==> config.mk <==
export PLATFORM = sky130hd
export DESIGN_NAME = dbg_ports
export DESIGN_NICKNAME = d
export VERILOG_FILES = /design/src/pkg/dbg_pkg.sv /design/src/hdl/dbg_port_slice.sv /design/src/hdl/dbg_ports.sv
export SDC_FILE = /design/constraint.sdc
export NUM_CORES = 1
export LEC_CHECK = 0
export BUFFER_PORTS_ARGS = -buffer_cell sky130_fd_sc_hd__buf_4
export CORE_UTILIZATION = 52
export CTS_CLUSTER_SIZE = 16
export DETAILED_ROUTE_END_ITERATION = 8
export PLACE_DENSITY = 0.86
export RECOVER_POWER = 50
export SETUP_SLACK_MARGIN = 0.3
export SLEW_MARGIN = 20
export SYNTH_ARGS = -nofsm -noshare
export SYNTH_HDL_FRONTEND = slang
export SYNTH_SLANG_ARGS = --single-unit
==> constraint.sdc <==
create_clock -name ref_clk -period 5.62 [get_ports ref_clk]
set_input_delay 1.124 -clock ref_clk [delete_from_list [all_inputs] [get_ports ref_clk]]
set_output_delay 1.124 -clock ref_clk [all_outputs]
set_load 0.01 [all_outputs]
==> src/pkg/dbg_pkg.sv <==
/*
 * constants and carrier types for the dual byte gpio port block:
 * register offsets, reset values, address window limits, bit positions.
 * assumes a byte wide processor access with a 12 bit address.
 */
package dbg_pkg;

    localparam int             DBG_WIDTH       = 8;
    localparam int             DBG_ADDR_W      = 12;

    // special register area and data buffer area decode limits
    localparam logic [11:0]    SRA_FIRST       = 12'h000;
    localparam logic [11:0]    SRA_LAST        = 12'h03F;
    localparam logic [11:0]    DBA_FIRST       = 12'hF80;
    localparam logic [11:0]    DBA_LAST        = 12'hFFF;

    // register offsets
    localparam logic [11:0]    PORT0_DATA_OFS  = 12'h000;
    localparam logic [11:0]    PORT1_DATA_OFS  = 12'h001;
    localparam logic [11:0]    PORT0_DIR_OFS   = 12'h008;
    localparam logic [11:0]    PORT1_DIR_OFS   = 12'h009;

    // values after reset
    localparam logic [7:0]     PORT0_DATA_RST  = 8'h00;
    localparam logic [7:0]     PORT1_DATA_RST  = 8'h00;
    localparam logic [7:0]     PORT0_DIR_RST   = 8'h00;
    localparam logic [7:0]     PORT1_DIR_RST   = 8'h00;

    // second port alternate function bit positions
    localparam int             P1_IRQ0_BIT     = 0;
    localparam int             P1_IRQ1_BIT     = 1;
    localparam int             P1_IRQ2_BIT     = 2;
    localparam int             P1_TIMER1_BIT   = 2;
    localparam int             P1_DIV_BIT      = 3;
    localparam int             P1_PULSE_BIT    = 4;
    localparam int             P1_TIMER2_BIT   = 5;

    // processor access phases
    typedef enum logic [1:0] {
        DBG_IDLE,
        DBG_READ_SAMPLE,
        DBG_WRITE_UPDATE
    } dbg_phase_type;

    // one port's pad signals
    typedef struct packed {
        logic [7:0] out;
        logic [7:0] oe;
    } dbg_pad_type;

    // one port's register pair
    typedef struct packed {
        logic [7:0] data;
        logic [7:0] dir;
    } dbg_port_type;

endpackage : dbg_pkg

==> src/hdl/dbg_port_slice.sv <==
/*
 * one 8 bit port: output latch, direction register, pad drive and
 * read mux. assumes the parent decodes the address and gives write
 * strobes in the write update state.
 */
`timescale 1ns/1ns
module dbg_port_slice
    import dbg_pkg::*;
#(
    parameter logic [7:0] DATA_RST = 8'h00,
    parameter logic [7:0] DIR_RST  = 8'h00
) (
    // clock and reset
    input  wire logic        ref_clk,
    input  wire logic        sys_rst,
    // register writes
    input  wire logic        data_we,
    input  wire logic        dir_we,
    input  wire logic [7:0]  wdata,
    // pad side
    input  wire logic [7:0]  pin_in,
    input  wire logic        drive_ok,
    output dbg_pad_type      pad,
    // register read views
    output logic      [7:0]  data_view,
    output logic      [7:0]  dir_view
);

    dbg_port_type state_reg;
    dbg_port_type state_next;

    // next state of latch and direction
    always_comb begin
        state_next = state_reg;
        if (data_we) begin
            state_next.data = wdata;
        end
        if (dir_we) begin
            state_next.dir = wdata;
        end
    end

    always_ff @(posedge ref_clk) begin
        if (sys_rst) begin
            state_reg.data <= DATA_RST;
            state_reg.dir  <= DIR_RST;
        end else begin
            state_reg <= state_next;
        end
    end

    // drive latch where direction is one
    assign pad.out = state_reg.data;
    assign pad.oe  = state_reg.dir & {8{drive_ok}};

    // input bits show the live pin
    generate
        for (genvar i = 0; i < 8; i++) begin : g_bit
            assign data_view[i] = state_reg.dir[i] ? state_reg.data[i]
                                                   : pin_in[i];
        end
    endgenerate
    assign dir_view = state_reg.dir;

endmodule : dbg_port_slice

==> src/hdl/dbg_ports.sv <==
/*
 * two 8 bit bidirectional ports reached through the special register
 * area. assumes the core gives a one cycle read or write strobe with
 * address and data, which marks the read sample or write update state.
 * second port pins also carry alternate peripheral functions.
 */
`timescale 1ns/1ns
module dbg_ports
    import dbg_pkg::*;
(
    // clock and reset
    input  wire logic        ref_clk,
    input  wire logic        sys_rst,
    // processor access
    input  wire logic [11:0] cpu_addr,
    input  wire logic        cpu_rd,
    input  wire logic        cpu_wr,
    input  wire logic [7:0]  cpu_wdata,
    output logic      [7:0]  cpu_rdata,
    output logic             cpu_hit,
    output logic             sra_sel,
    output logic             dba_sel,
    // system control
    input  wire logic        stop_mode,
    input  wire logic        system_output_enable,
    // first port pads
    input  wire logic [7:0]  port0_in,
    output logic      [7:0]  port0_out,
    output logic      [7:0]  port0_oe,
    // second port pads
    input  wire logic [7:0]  port1_in,
    output logic      [7:0]  port1_out,
    output logic      [7:0]  port1_oe,
    // alternate functions of the second port
    input  wire logic        divider_out,
    input  wire logic        divider_en,
    input  wire logic        pulse_gen_out,
    input  wire logic        pulse_gen_en,
    output logic             ext_irq_in0,
    output logic             ext_irq_in1,
    output logic             ext_irq_in2,
    output logic             timer_in1,
    output logic             timer_in2
);

    typedef struct packed {
        logic [7:0]    rdata;
        dbg_phase_type phase;
    } dbg_top_type;

    dbg_top_type   top_reg;
    dbg_top_type   top_next;
    dbg_pad_type   pad0;
    dbg_pad_type   pad1;
    logic [7:0]    view0;
    logic [7:0]    view1;
    logic [7:0]    dir0;
    logic [7:0]    dir1;
    logic          drive_ok;
    logic          p0d_sel;
    logic          p1d_sel;
    logic          p0c_sel;
    logic          p1c_sel;
    logic [7:0]    rd_mux;

    assign sra_sel = (cpu_addr >= SRA_FIRST) && (cpu_addr <= SRA_LAST);
    assign dba_sel = (cpu_addr >= DBA_FIRST) && (cpu_addr <= DBA_LAST);

    assign p0d_sel = sra_sel && (cpu_addr == PORT0_DATA_OFS);
    assign p1d_sel = sra_sel && (cpu_addr == PORT1_DATA_OFS);
    assign p0c_sel = sra_sel && (cpu_addr == PORT0_DIR_OFS);
    assign p1c_sel = sra_sel && (cpu_addr == PORT1_DIR_OFS);
    assign cpu_hit = p0d_sel | p1d_sel | p0c_sel | p1c_sel;

    // drivers released in stop without output enable
    assign drive_ok = !stop_mode || system_output_enable;

    // first port latches reset to zero
    dbg_port_slice #(
        .DATA_RST (PORT0_DATA_RST),
        .DIR_RST  (PORT0_DIR_RST)
    ) u_port0 (
        .ref_clk   (ref_clk),
        .sys_rst   (sys_rst),
        .data_we   (cpu_wr && p0d_sel),
        .dir_we    (cpu_wr && p0c_sel),
        .wdata     (cpu_wdata),
        .pin_in    (port0_in),
        .drive_ok  (drive_ok),
        .pad       (pad0),
        .data_view (view0),
        .dir_view  (dir0)
    );

    // second port, latches reset to zero
    dbg_port_slice #(
        .DATA_RST (PORT1_DATA_RST),
        .DIR_RST  (PORT1_DIR_RST)
    ) u_port1 (
        .ref_clk   (ref_clk),
        .sys_rst   (sys_rst),
        .data_we   (cpu_wr && p1d_sel),
        .dir_we    (cpu_wr && p1c_sel),
        .wdata     (cpu_wdata),
        .pin_in    (port1_in),
        .drive_ok  (drive_ok),
        .pad       (pad1),
        .data_view (view1),
        .dir_view  (dir1)
    );

    // read data selection
    always_comb begin
        case (1'b1)
            p0d_sel: rd_mux = view0;
            p1d_sel: rd_mux = view1;
            p0c_sel: rd_mux = dir0;
            p1c_sel: rd_mux = dir1;
            default: rd_mux = 8'h00;
        endcase
    end

    // access phase and captured read data
    always_comb begin
        top_next = top_reg;
        case (1'b1)
            cpu_rd: begin
                top_next.phase = DBG_READ_SAMPLE;
                top_next.rdata = rd_mux;
            end
            cpu_wr: begin
                top_next.phase = DBG_WRITE_UPDATE;
            end
            default: begin
                top_next.phase = DBG_IDLE;
            end
        endcase
    end

    // register the block state
    always_ff @(posedge ref_clk) begin
        if (sys_rst) begin
            top_reg.rdata <= 8'h00;
            top_reg.phase <= DBG_IDLE;
        end else begin
            top_reg <= top_next;
        end
    end

    assign cpu_rdata = top_reg.rdata;

    // second port alternate outputs override the latch
    always_comb begin
        port1_out = pad1.out;
        if (divider_en) begin
            port1_out[P1_DIV_BIT] = divider_out;
        end
        if (pulse_gen_en) begin
            port1_out[P1_PULSE_BIT] = pulse_gen_out;
        end
    end
    assign port1_oe  = pad1.oe;
    assign port0_out = pad0.out;
    assign port0_oe  = pad0.oe;

    // alternate inputs taken from the live pins
    assign ext_irq_in0 = port1_in[P1_IRQ0_BIT];
    assign ext_irq_in1 = port1_in[P1_IRQ1_BIT];
    assign ext_irq_in2 = port1_in[P1_IRQ2_BIT];
    assign timer_in1   = port1_in[P1_TIMER1_BIT];
    assign timer_in2   = port1_in[P1_TIMER2_BIT];

endmodule : dbg_ports

# After elaboration in Yosys (flattened, before gate mapping)

Cells that the tools add are included.

Reductions and logical operators: 13
Equal/unequal tests: 3
Bitwise gates (word level): 5
Muxes and demuxes: 22
Order comparisons: 4

Operators by type and width:

| cell                                                  | count |
|---|---|
| two-way mux 8 bit                                     | 4 |
| == test 12 x 4 -> 1 bit (second input constant)       | 2 |
| two-way mux 1 bit                                     | 18 |
| bitwise AND 8 bit                                     | 2 |
| == test 12 x 1 -> 1 bit (second input constant)       | 1 |
| >= comparator 12 x 1 -> 1 bit (second input constant) | 1 |
| >= comparator 12 bit (second input constant)          | 1 |
| <= comparator 12 bit (second input constant)          | 1 |
| <= comparator 12 x 6 -> 1 bit (second input constant) | 1 |
| zero test 12 bit                                      | 1 |
| logical AND 1 bit                                     | 10 |
| OR 1 bit                                              | 3 |
| zero test 1 bit                                       | 1 |
| logical OR 1 bit                                      | 1 |

Output and inout port bits: 48
Register bits after elaboration: 40
Bits of input ports: 46

# Longest topological paths before layout

Gate-level depths: netlist of run 1.

Depth after elaboration: 7
Gate-level depth with buffers: 6

# Hierarchy

A second synthesis of run 1 with hierarchy kept.

Cells, all modules: 239
Area, all modules: 2185.8 um^2

Modules (own cells, without submodules):

| module         | instances | cells each | area each (um^2) |
|---|---|---|---|
| dbg_port_slice | 2         | 68         | 719.4 |
| dbg_ports      | 1         | 103        | 747.0 |

# Worst setup path before layout of run 1

OpenSTA, ideal clock, no wires.

Kind: input port to output port
Start: in cpu_addr[11]
End: out cpu_hit
Stages: 4
Path slack: 2.249 ns
Arrival time: 2.247 ns
Path buffers: 2
Cell sequence: or4_4 buf_6 buf_2 nor3_1

Cells in the longest elaborated chain, start to end: 6

Ends and longest elaborated chain:

| element                                                                               | RTL line                         | text |
|---|---|---|
| start: declaration                                                                    | dbg_ports.sv:15                  | `input wire logic [11:0] cpu_addr,` |
| >= comparator 12 x 1 -> 1 bit / <= comparator 12 x 6 -> 1 bit (equally long branches) | dbg_ports.sv:66                  | `assign sra_sel = (cpu_addr >= SRA_FIRST) && (cpu_addr <= SRA_LAST);` |
| logical AND 1 bit                                                                     | dbg_ports.sv:66                  |  |
| logical AND 1 bit, on equally long branches                                           | dbg_ports.sv:69, dbg_ports.sv:70 |  |
| OR 1 bit (2 in a row)                                                                 | dbg_ports.sv:73                  | `assign cpu_hit = p0d_sel \| p1d_sel \| p0c_sel \| p1c_sel;` |
| OR 1 bit (*)                                                                          | dbg_ports.sv:73                  |  |
| end: declaration                                                                      | dbg_ports.sv:20                  | `output logic cpu_hit,` |

Mark *: on every way between the ends. The rest lies on a longest branch, timed or not.

# Worst setup path in the final report of run 1

Start: in cpu_addr[2]
End: reg u_port0.state_reg (netlist bit u_port0.pad[9])

Cells in the longest elaborated chain, start to end: 4

Ends and longest elaborated chain:

| element                                                                               | RTL line             | text |
|---|---|---|
| >= comparator 12 x 1 -> 1 bit / <= comparator 12 x 6 -> 1 bit (equally long branches) | dbg_ports.sv:66      |  |
| logical AND 1 bit                                                                     | dbg_ports.sv:66      |  |
| logical AND 1 bit (*)                                                                 | dbg_ports.sv:69      | `assign p0d_sel = sra_sel && (cpu_addr == PORT0_DATA_OFS);` |
| logical AND 1 bit (*)                                                                 | dbg_ports.sv:85      | `.data_we (cpu_wr && p0d_sel),` |
| end signal: assignment                                                                | dbg_port_slice.sv:48 | `state_reg <= state_next;` |
| end: declaration                                                                      | dbg_port_slice.sv:29 | `dbg_port_type state_reg;` |

Marked as above.
A chain may end at the register's enable or synchronous reset.

==> results of run 1 <==
cell usage after synthesis, drive strengths merged:
library cell / instances / area share [%]
a21oi: 8 / 1.8
a221oi: 8 / 3.1
and2: 16 / 4.5
buf: 26 / 8.1
clkbuf: 13 / 2.2
dfxtp: 40 / 36
mux2: 2 / 1.0
mux2i: 40 / 18
nand2: 1 / 0.17
nand2b: 9 / 2.5
nand3: 2 / 0.45
nand3b: 2 / 0.67
nor2: 59 / 9.9
nor2b: 8 / 2.2
nor3: 9 / 2.0
nor4: 2 / 1.9
o41ai: 8 / 3.1
or2: 1 / 0.28
or3b: 1 / 0.39
or4: 6 / 2.2
stage by stage:
step / utilization [%] / instance area, um^2 / total power, mW / hold WS (ps)
finish: 67.9 / 2760 / 0.616 / 483
global route: 67.9 / 2760 / 0.640 / 514
CTS: 71.4 / 2900 / 0.624 / 490
detailed placement: 68.3 / 2770 / 0.373 / 476
global placement: 68.3 / 2770 / 0.371 / 471
floorplan: - / 2240 / 0.332 / 483
report_power, final:
part	switching, mW	leakage [nW]	total [mW]	internal [mW]
clock network	0.0990	0.0645	0.256	0.157
logic	0.0372	0.893	0.0729	0.0358
registers	0.00145	0.323	0.287	0.286
total	0.138	1.28	0.616	0.478
layout make-up:
| cell class | instances | area share, % |
|---|---|---|
| clock buffers | 7 | 3.50 |
| clock inverters | 1 | 1.09 |
| multi-input cells | 182 | 42.9 |
| flip-flops and latches | 40 | 29.1 |
| well taps | 50 | 2.27 |
| repair buffers | 93 | 21.2 |
state kept, by name, summed over array words and instances, names as in the netlist:
register	flops
cpu_rdata	8
u_port0.dir_view	8
u_port0.pad	8
u_port1.dir_view	8
u_port1.pad	8
worst max-delay path: stages:
cell,delay (ps)
clkbuf_4,100
or4_1,760
nor4_1,1950
mux2i_1,320
nor2_1,50
metal layers:
layer  track usage (%)  vias up  share of wire, %  routed length (um)
li1                  -     1003                 -                   -
met2              45.4       82                48                2700
met5                 0        -                 0                   0
met1              31.1      966                42                2360
met4              7.71        0               1.4                  77
met3              9.63        8               8.7                 493
cells by family after synthesis:
logic type,share of synthesized area [%]
AO/OA/AOI/OAI,8.03
buffers and inverters,10.3
flip-flops,35.7
multiplexers,18.9
AND/OR/NAND/NOR,27.1
worst max path at each step:
stage                       startpoint         endpoint  slack, ps  cells past startpoint
final                      cpu_addr[2]   u_port0.pad[9]       1460                      5
after global routing       cpu_addr[2]  u_port0.pad[11]       1350                      5
after CTS                  cpu_addr[2]          cpu_hit       2060                      4
after detailed placement   cpu_addr[2]          cpu_hit       2070                      4
after global placement     cpu_addr[2]          cpu_hit       2090                      4
after floorplan           cpu_addr[11]          cpu_hit       2250                      4
==> summary.md, run 1 <==
| Metric | Value |
|---|---|
| Clk_lat worst skew | 290 ps |
| Ports | 94 |
| Setup TNS Final | 0 ps |
| Actual slew at the worst max-slew pin | 2420 ps |
| Port Buffers | 93 |
| Reg2reg setup slack | 4430 ps |
| Clock sinks | 40 |
| Placed cells | 365 |
| Synthesized Nets | 307 |
| Number of antenna violations at the first check in global routing | 0 |
| Gpl congestion | 0.793 |
| Area of the multi-input gates | 1180 um^2 |
| HP Class | flop to flop |
| Peak VDD IR | 0.000193 V |
| CP Capture Type | flop |
| Initial drt markers | 117 |
| Fraction of layout cells with a size suffix above 1 | 23.5% |
| WP data required | 5790 ps |
| HP Start | cpu_rdata[6] |
| Period minus WS final | 4160 ps |
| Slew HR | -62.8% |
| Max_cap viols | 1 |
| Leakage power | 1.28 nW |
| Routed WL | 5640 um |
| Failing checks | capacitance limit, slew limit |
| Non-Filler Instances | 373 |
| Via count | 2059 |
| Worst Hold Endpoint | cpu_rdata[6] |
| Worst EP arrival | 4330 ps |
| Worst-path clk slew | 70 ps |
| DP Worst Slack | 2070 ps |
| Worst r2r src | u_port0.dir_view[6] |
| Cells after Synth | 261 |
| Row Count | 23 |
| Sequential area share after synthesis | 35.7% |
| GRT Util Overall | 26.7% |
| Max Slew Vio Count | 9 |
| Largest net degree at the start of global routing | 41 |
| PD cells | 223 nW/um^2 |
| Overall die height | 67.7 um |
| DR pass1 iterations | 4 |
| CTS tree | done |
| Die W | 67.7 um |
| CTS buffer count | 5 |
| Worst reg-to-reg path cell count | 4 |
| Outcome | complete, but fails checks |
| Synth Register Bits | 40 |
| FILL cells | 380 |
| Syn. warnings | 0 |
| Final setup viols | 0 |
| Hold path cells | 2 |
| Initial Util | 55.3% |
| Final hold violation count | 0 |
| CP max FO | 14 |
| Layout Skew | 2.34 ps |
| PostCTS Resize Cnt | 0 |
| Fin crit share | 74.0% |
| Leading cell type in the layout, fill and taps excluded | buf_4 |
| Cell variety after synth | 24 |
| Routed wire length per instance | 15.1 um |
| DRC Markers | 0 |
| Ant diodes | 0 |
| Avg Inst Size Synth | 8.60 um^2 |
| Layout Nets | 368 |
| Total setup buffers inserted after CTS | 0 |
| Root buf cell | clkbuf_8 |
| Slack of the critical path | 1460 ps |
| CTS Hold Bufs | 0 |
| Die ar. | 4580 um^2 |
| Netlist Area Pre-Place | 2240 um^2 |
| Most frequent cells in the layout | buf_4 (62), nor2_1 (59), mux2i_1 (40), dfxtp_1 (40), clkbuf_1 (30) |
| RSZ-0062 raised after global routing | no |
| Critical R2R Capture | cpu_rdata[6] |
| H-Tree Depth | 2 |
| Gr ovfl total | 0 |
| Crit Path Category | input port to flop |
| Peak Freq | 0.240 GHz |
| Core area | 4060 um^2 |
| Register area | 801 um^2 |
| CTS Buffer Depth | 2 |
| Number of global-route vias before repair | 1951 |
| Worst Setup Start Kind | input port |
| Area added between synthesis and finish | 22.9% |
| Hpwl dp | 3960 um |
| DRT antenna net count | 0 |
| Global-route wire length before repair | 8890 um |
| Post-DR vias/cell | 5.52 |
No activity file was read; power rests on OpenSTA's default activity.
==> run 2: changes to the inputs <==
ABC_AREA = 1   (was not set)
CORE_UTILIZATION = 43   (was 52)
PLACE_DENSITY = 0.76   (was 0.86)
clock period = 3.8 ns   (was 5.62 ns; I/O delays follow)
==> summary.md, run 2 <==
| Metric | Value |
|---|---|
| Gate power share | 11.5% (-0.3 points) |
| CTS buffer count | 5 (unchanged) |
| Fraction of layout cells with a size suffix above 1 | 21.8% (-1.8 points) |
| Max_cap viols | 0 (-1) |
| Peak VDD IR | 0.000167 V (-13%) |
| Number of global-route vias before repair | 2239 (+15%) |
| Worst Path Buf+Inv | 2 (+1) |
| CP Capture Type | output pin |
| PD cells | 284 nW/um^2 (+27%) |
| Area of the multi-input gates | 1060 um^2 (-10%) |
| Overall die height | 74.9 um (+11%) |
| Fin crit share | 79.3% |
| Row Count | 26 (+13%) |
| Synth area leader | dfxtp_1 |
| PostCTS Resize Cnt | 0 (unchanged) |
| RSZ-0062 raised after global routing | no |
| Die ar. | 5600 um^2 (+22%) |
| Cell variety after synth | 24 (unchanged) |
| Peak Freq | 0.332 GHz |
| Syn. warnings | 0 (unchanged) |
| Ant diodes | 0 (unchanged) |
| Final setup viols | 0 (unchanged) |
| CP max FO | 9 (-5) |
| Leading cell type in the layout, fill and taps excluded | buf_4 |
| Via count | 2369 (+15%) |
| DR pass1 iterations | 4 (unchanged) |
| Synth area leaders | dfxtp_1 (35%), a21oi_1 (8.3%), o21ai_0 (8.3%) |
| FILL cells | 567 (+49%) |
| Period minus WS final | 3010 ps |
| CTS tree | done |
| CP max stage delay | 530 ps (-1420 ps) |
| Core area | 5110 um^2 (+26%) |
| Worst EP arrival | 2250 ps (-2080 ps) |
| Most frequent cells in the layout | buf_4 (66), nand2_1 (48), inv_1 (40), dfxtp_1 (40) |
| Area added between synthesis and finish | 22.8% (about the same) |
| Leakage power | 1.16 nW (-9.7%) |
| Internal power | 611 uW (+28%) |
| Layout Nets | 445 (+21%) |
| Ports | 94 (unchanged) |
| Post-synth EDFFs | 0 (unchanged) |
| Share of flip-flops with an asynchronous set or reset | 0% (unchanged) |
| Gpl congestion | 0.810 (+2.2%) |
| Outcome | finished clean |
| Die W | 74.9 um (+11%) |
| Most common cell in the netlist | nand2_1 |
| Worst Setup Start Kind | input port |
| Number of antenna violations at the first check in global routing | 0 (unchanged) |
| Clock sinks | 40 (unchanged) |
| Top post-synthesis cells by count | nand2_1 (46), dfxtp_1 (40), inv_1 (40) |
| Worst hold slack | 465 ps (-18.7 ps) |
| Layout Skew | 7.91 ps (+5.57 ps) |
| Slowest stage cell on the critical path | nor2_1 |
| Final hold violation count | 0 (unchanged) |
| Global-route wire length before repair | 9430 um (+6.1%) |
| Netlist Area Pre-Place | 2280 um^2 (+1.7%) |
| DRT antenna net count | 0 (unchanged) |
| Post-synth top flop | dfxtp_1 |
| Max Slew Vio Count | 0 (-9) |
| Post-DR vias/cell | 5.04 (-8.7%) |
| Port Buffers | 93 (unchanged) |
| Initial drt markers | 101 (-14%) |
| Crit path cell chain | clkbuf_4 -> nor2_1 -> nand2_1 -> nor2_1 -> and2_4 -> nor2_1 -> nand3b_1 -> buf_4 |
| WP data required | 3040 ps (-2750 ps) |
| Synthesized Nets | 375 (+22%) |
| HP Class | flop to flop |
| Crit Path Category | input port to output pin |
| Gr ovfl total | 0 (unchanged) |
| Clk_lat worst skew | 290 ps (about the same) |
| Initial Util | 44.7% (-11 points) |
| Setup TNS Final | 0 ps (unchanged) |
| Total setup buffers inserted after CTS | 0 (unchanged) |
| Register area | 801 um^2 (unchanged) |
| DRC Markers | 0 (unchanged) |
| Slew HR | 47.9% (+110 points) |
| Share of power burned in registers | 52.7% (+6.0 points) |
| Avg Inst Size Synth | 6.94 um^2 (-19%) |
| Root buf cell | clkbuf_8 |
| Final instance area | 2800 um^2 (+1.6%) |
| Net Sw Power | 183 uW (+33%) |
| Routed wire length per instance | 12.5 um (-17%) |
| Area share of the largest cell type after synthesis | 35.1% (-0.61 points) |
| Top delay family on crit path | simple AND/OR/NAND/NOR gates |
| Sequential area share after synthesis | 35.1% (-0.61 points) |
| CTS Hold Bufs | 0 (unchanged) |
| Hpwl dp | 4560 um (+15%) |
| Largest net degree at the start of global routing | 34 (-17%) |
| Cells after Synth | 329 (+26%) |
| CTS Buffer Depth | 2 (unchanged) |
| Synth Register Bits | 40 (unchanged) |
| Clock power share | 35.8% (-5.7 points) |
| GRT Util Overall | 22.2% (-4.5 points) |
| Worst-path clk slew | 70 ps (about the same) |
| H-Tree Depth | 2 (unchanged) |
| Actual slew at the worst max-slew pin | 780 ps (-1640 ps) |
| Top cell by count, worst path | nor2_1 |
| Routed WL | 5900 um (+4.6%) |
| Sw frac | 23.1% (+0.74 points) |
| Placed cell area | 2860 um^2 (+3.1%) |
[run 2: changes by cell type in the layout (fill, tap and decap cells not counted), sizes merged, moves of 13 or more]
cell,previous run,this run
and2,16,3
inv,0,41
o21ai,0,46
a21oi,8,40
mux2i,40,0
nor2,59,30
nand2,1,51
nand3,2,35
[run 2: layout make-up]
class                           instances  share of cell area (%)
Clock buffer                            8                    3.22
Inverter                               41                    5.49
Multi-Input combinational cell        216                    37.7
Sequential cell                        40                    28.6
Tap cell                               70                    3.13
Timing Repair Buffer                   95                    21.8
[run 2: power by group through the flow]
| stage | clock, mW | sequential [mW] | combinational, mW |
|---|---|---|---|
| 2_1_floorplan | 0 | 0.429 | 0.0417 |
| 3_3_place_gp | 0 | 0.429 | 0.0944 |
| 3_5_place_dp | 0 | 0.429 | 0.0960 |
| 4_1_cts | 0.290 | 0.419 | 0.0963 |
| 5_1_grt | 0.310 | 0.419 | 0.101 |
| 6_report | 0.285 | 0.419 | 0.0910 |
[run 2: logic make-up after synthesis]
family | after synthesis | share of synthesized area [%]
DFF | 40 | 35.1
and+or+nand+nor | 130 | 28.8
AOI/OAI and AO/OA | 86 | 19.5
buffers and inverters | 73 | 16.6
[run 2: final timing paths]
check        cells past startpoint  slack (ps)           startpoint         endpoint
max                              8         790          cpu_addr[7]          cpu_hit
min                              2         460      u_port1.pad[10]  u_port1.pad[10]
max reg2reg                      6        2550  u_port1.dir_view[1]     cpu_rdata[1]
min reg2reg                      2         460      u_port1.pad[10]  u_port1.pad[10]
[run 2: routing by layer]
| layer | global-route usage [%] | up-vias | wire length [um] |
|---|---|---|---|
| met2 | 38.9 | 90 | 2880 |
| met5 | 0 | - | 0 |
| met4 | 14.9 | 0 | 228 |
| li1 | - | 1202 | - |
| met1 | 24.5 | 1054 | 2440 |
| met3 | 4.15 | 23 | 343 |
[run 2: through the flow]
step                      util, %  power (mW)  setup WS, ps  instances
after floorplan                 -       0.470          1460        329
after global placement       56.0       0.523          1140        462
after detailed placement     56.0       0.525          1130        462
after CTS                    57.7       0.805          1120        470
after global routing         54.9       0.829           615        470
final                        54.9       0.794           787        470
[run 2: worst register-to-register path: stages, from the launching register on]
cell	delay, ps
dfxtp_1	350
inv_1	80
o21ai_0	320
nand3_1	140
nand4_1	110
nand2_1	60
a21oi_1	120
==> run 3: changes to the inputs <==
clock period = 2.7 ns   (was 3.8 ns; I/O delays follow)
==> summary.md, run 3 (synthesis gave the netlist of run 2 again) <==
| Metric | Value |
|---|---|
| Worst Setup Start Kind | input port |
| Core Util, Final | 54.8% (-0.074 points) |
| Final setup viols | 0 (unchanged) |
| Setup TNS Final | 0 ps (unchanged) |
| Slew HR | 23.2% (-25 points) |
| CTS Hold Bufs | 0 (unchanged) |
| Initial Util | 44.7% (unchanged) |
| Number of global-route vias before repair | 1958 (-13%) |
| HP Class | flop to flop |
| DR pass1 iterations | 4 (unchanged) |
| Actual slew at the worst max-slew pin | 1150 ps (+373 ps) |
| Largest net degree at the start of global routing | 33 (-2.9%) |
| DRC Markers | 0 (unchanged) |
| H-Tree Depth | 2 (unchanged) |
| Clock sinks | 40 (unchanged) |
| Gr ovfl total | 0 (unchanged) |
| Final hold violation count | 0 (unchanged) |
| CTS buffer count | 5 (unchanged) |
| Root buf cell | clkbuf_8 |
| Initial drt markers | 111 (+9.9%) |
| CP Capture Type | output pin |
| PostCTS Resize Cnt | 0 (unchanged) |
| PD cells | 380 nW/um^2 (+34%) |
| Fraction of layout cells with a size suffix above 1 | 21.9% (+0.16 points) |
| Layout Nets | 445 (unchanged) |
| CTS Buffer Depth | 2 (unchanged) |
| Most frequent cells in the layout | buf_4 (63), nand2_1 (47), inv_1 (40), dfxtp_1 (40), o21ai_0 (39) |
| Ports | 94 (unchanged) |
| Total setup buffers inserted after CTS | 0 (unchanged) |
| RSZ-0062 raised after global routing | no |
| Fin crit share | 86.8% |
| Port Buffers | 93 (unchanged) |
| Layout Skew | 4.18 ps (-3.74 ps) |
| Peak Freq | 0.427 GHz |
| Final instance area | 2800 um^2 (-0.13%) |
| Post-DR vias/cell | 4.91 (-2.7%) |
| Row Count | 26 (unchanged) |
| Ant diodes | 0 (unchanged) |
| Leakage power | 1.14 nW (-1.1%) |
| Peak VDD IR | 0.000260 V (+55%) |
| Number of antenna violations at the first check in global routing | 0 (unchanged) |
| Gpl congestion | 0.863 (+6.5%) |
| Global-route wire length before repair | 8670 um (-8.1%) |
| Worst EP arrival | 1800 ps (-450 ps) |
| Max Slew Vio Count | 0 (unchanged) |
| Die W | 74.9 um (unchanged) |
| DRT antenna net count | 0 (unchanged) |
| Core area | 5110 um^2 (unchanged) |
| DP Worst Slack | 502 ps (-625 ps) |
| Hpwl dp | 4340 um (-4.9%) |
| Overall die height | 74.9 um (unchanged) |
| Via count | 2291 (-3.3%) |
| CP max FO | 9 (unchanged) |
| Outcome | finished clean |
| CTS tree | done |
| Leading cell type in the layout, fill and taps excluded | buf_4 |
| Slack of the critical path | 358 ps (-430 ps) |
| Routed WL | 5610 um (-4.9%) |
| Die ar. | 5600 um^2 (unchanged) |
| GRT Util Overall | 20.8% (-1.4 points) |
| Max_cap viols | 0 (unchanged) |
| Routed wire length per instance | 12.0 um (-4.3%) |
| Crit Path Category | input port to output pin |
| Placed cell area | 2860 um^2 (unchanged) |
| Period minus WS final | 2340 ps |
| Clk_lat worst skew | 280 ps (about the same) |
| Worst-path clk slew | 70 ps (about the same) |
| Design Power | 1.06 mW (+34%) |
| Area added between synthesis and finish | 22.6% |
| WP data required | 2160 ps (-880 ps) |
-- run 3: cell types whose count changed in the layout (fill, tap and decap cells not counted), sizes merged --
cell,delta
buf,-3
-- run 3: layout make-up --
type                    instances  area [um^2]
well taps                      70         87.6
clock buffers                   5         68.8
repair buffers                 95          597
multi-input cells             216         1090
inverters                      41          154
fillers                       535         2310
flip-flops and latches         40          801
-- run 3: routing by layer --
layer	GRT usage [%]	vias up	share of wire [%]
met5	0	-	0
met4	9.43	0	2.5
met3	4.55	15	5.4
met2	35.9	73	50
met1	24.7	998	42
li1	-	1205	-
-- run 3: power by group --
part,total (mW),internal [mW],switching (mW)
Clock,0.346,0.166,0.180
Sequential,0.590,0.590,0.0000291
Combinational,0.128,0.0609,0.0673
-- run 3: metrics by stage --
stage / cells / hold slack (ps)
global placement: 462 / 451
global route: 467 / 481
detailed placement: 462 / 455
floorplan: 329 / 440
finish: 467 / 464
CTS: 467 / 468
-- run 3: final timing paths --
kind	depth (start not counted)	startpoint	slack, ps	endpoint
max	8	cpu_addr[4]	360	cpu_hit
min	2	u_port1.pad[9]	460	u_port1.pad[9]
max reg2reg	6	u_port1.dir_view[4]	1480	cpu_rdata[4]
min reg2reg	2	u_port1.pad[9]	460	u_port1.pad[9]
-- run 3: worst max-delay path, cell delays in order --
cell and delay (ps):
buf_4 110, nor2_1 180, nand2_4 120, nor2_4 230, and2_0 320, nor2_1 90
nand3b_1 100, buf_4 120
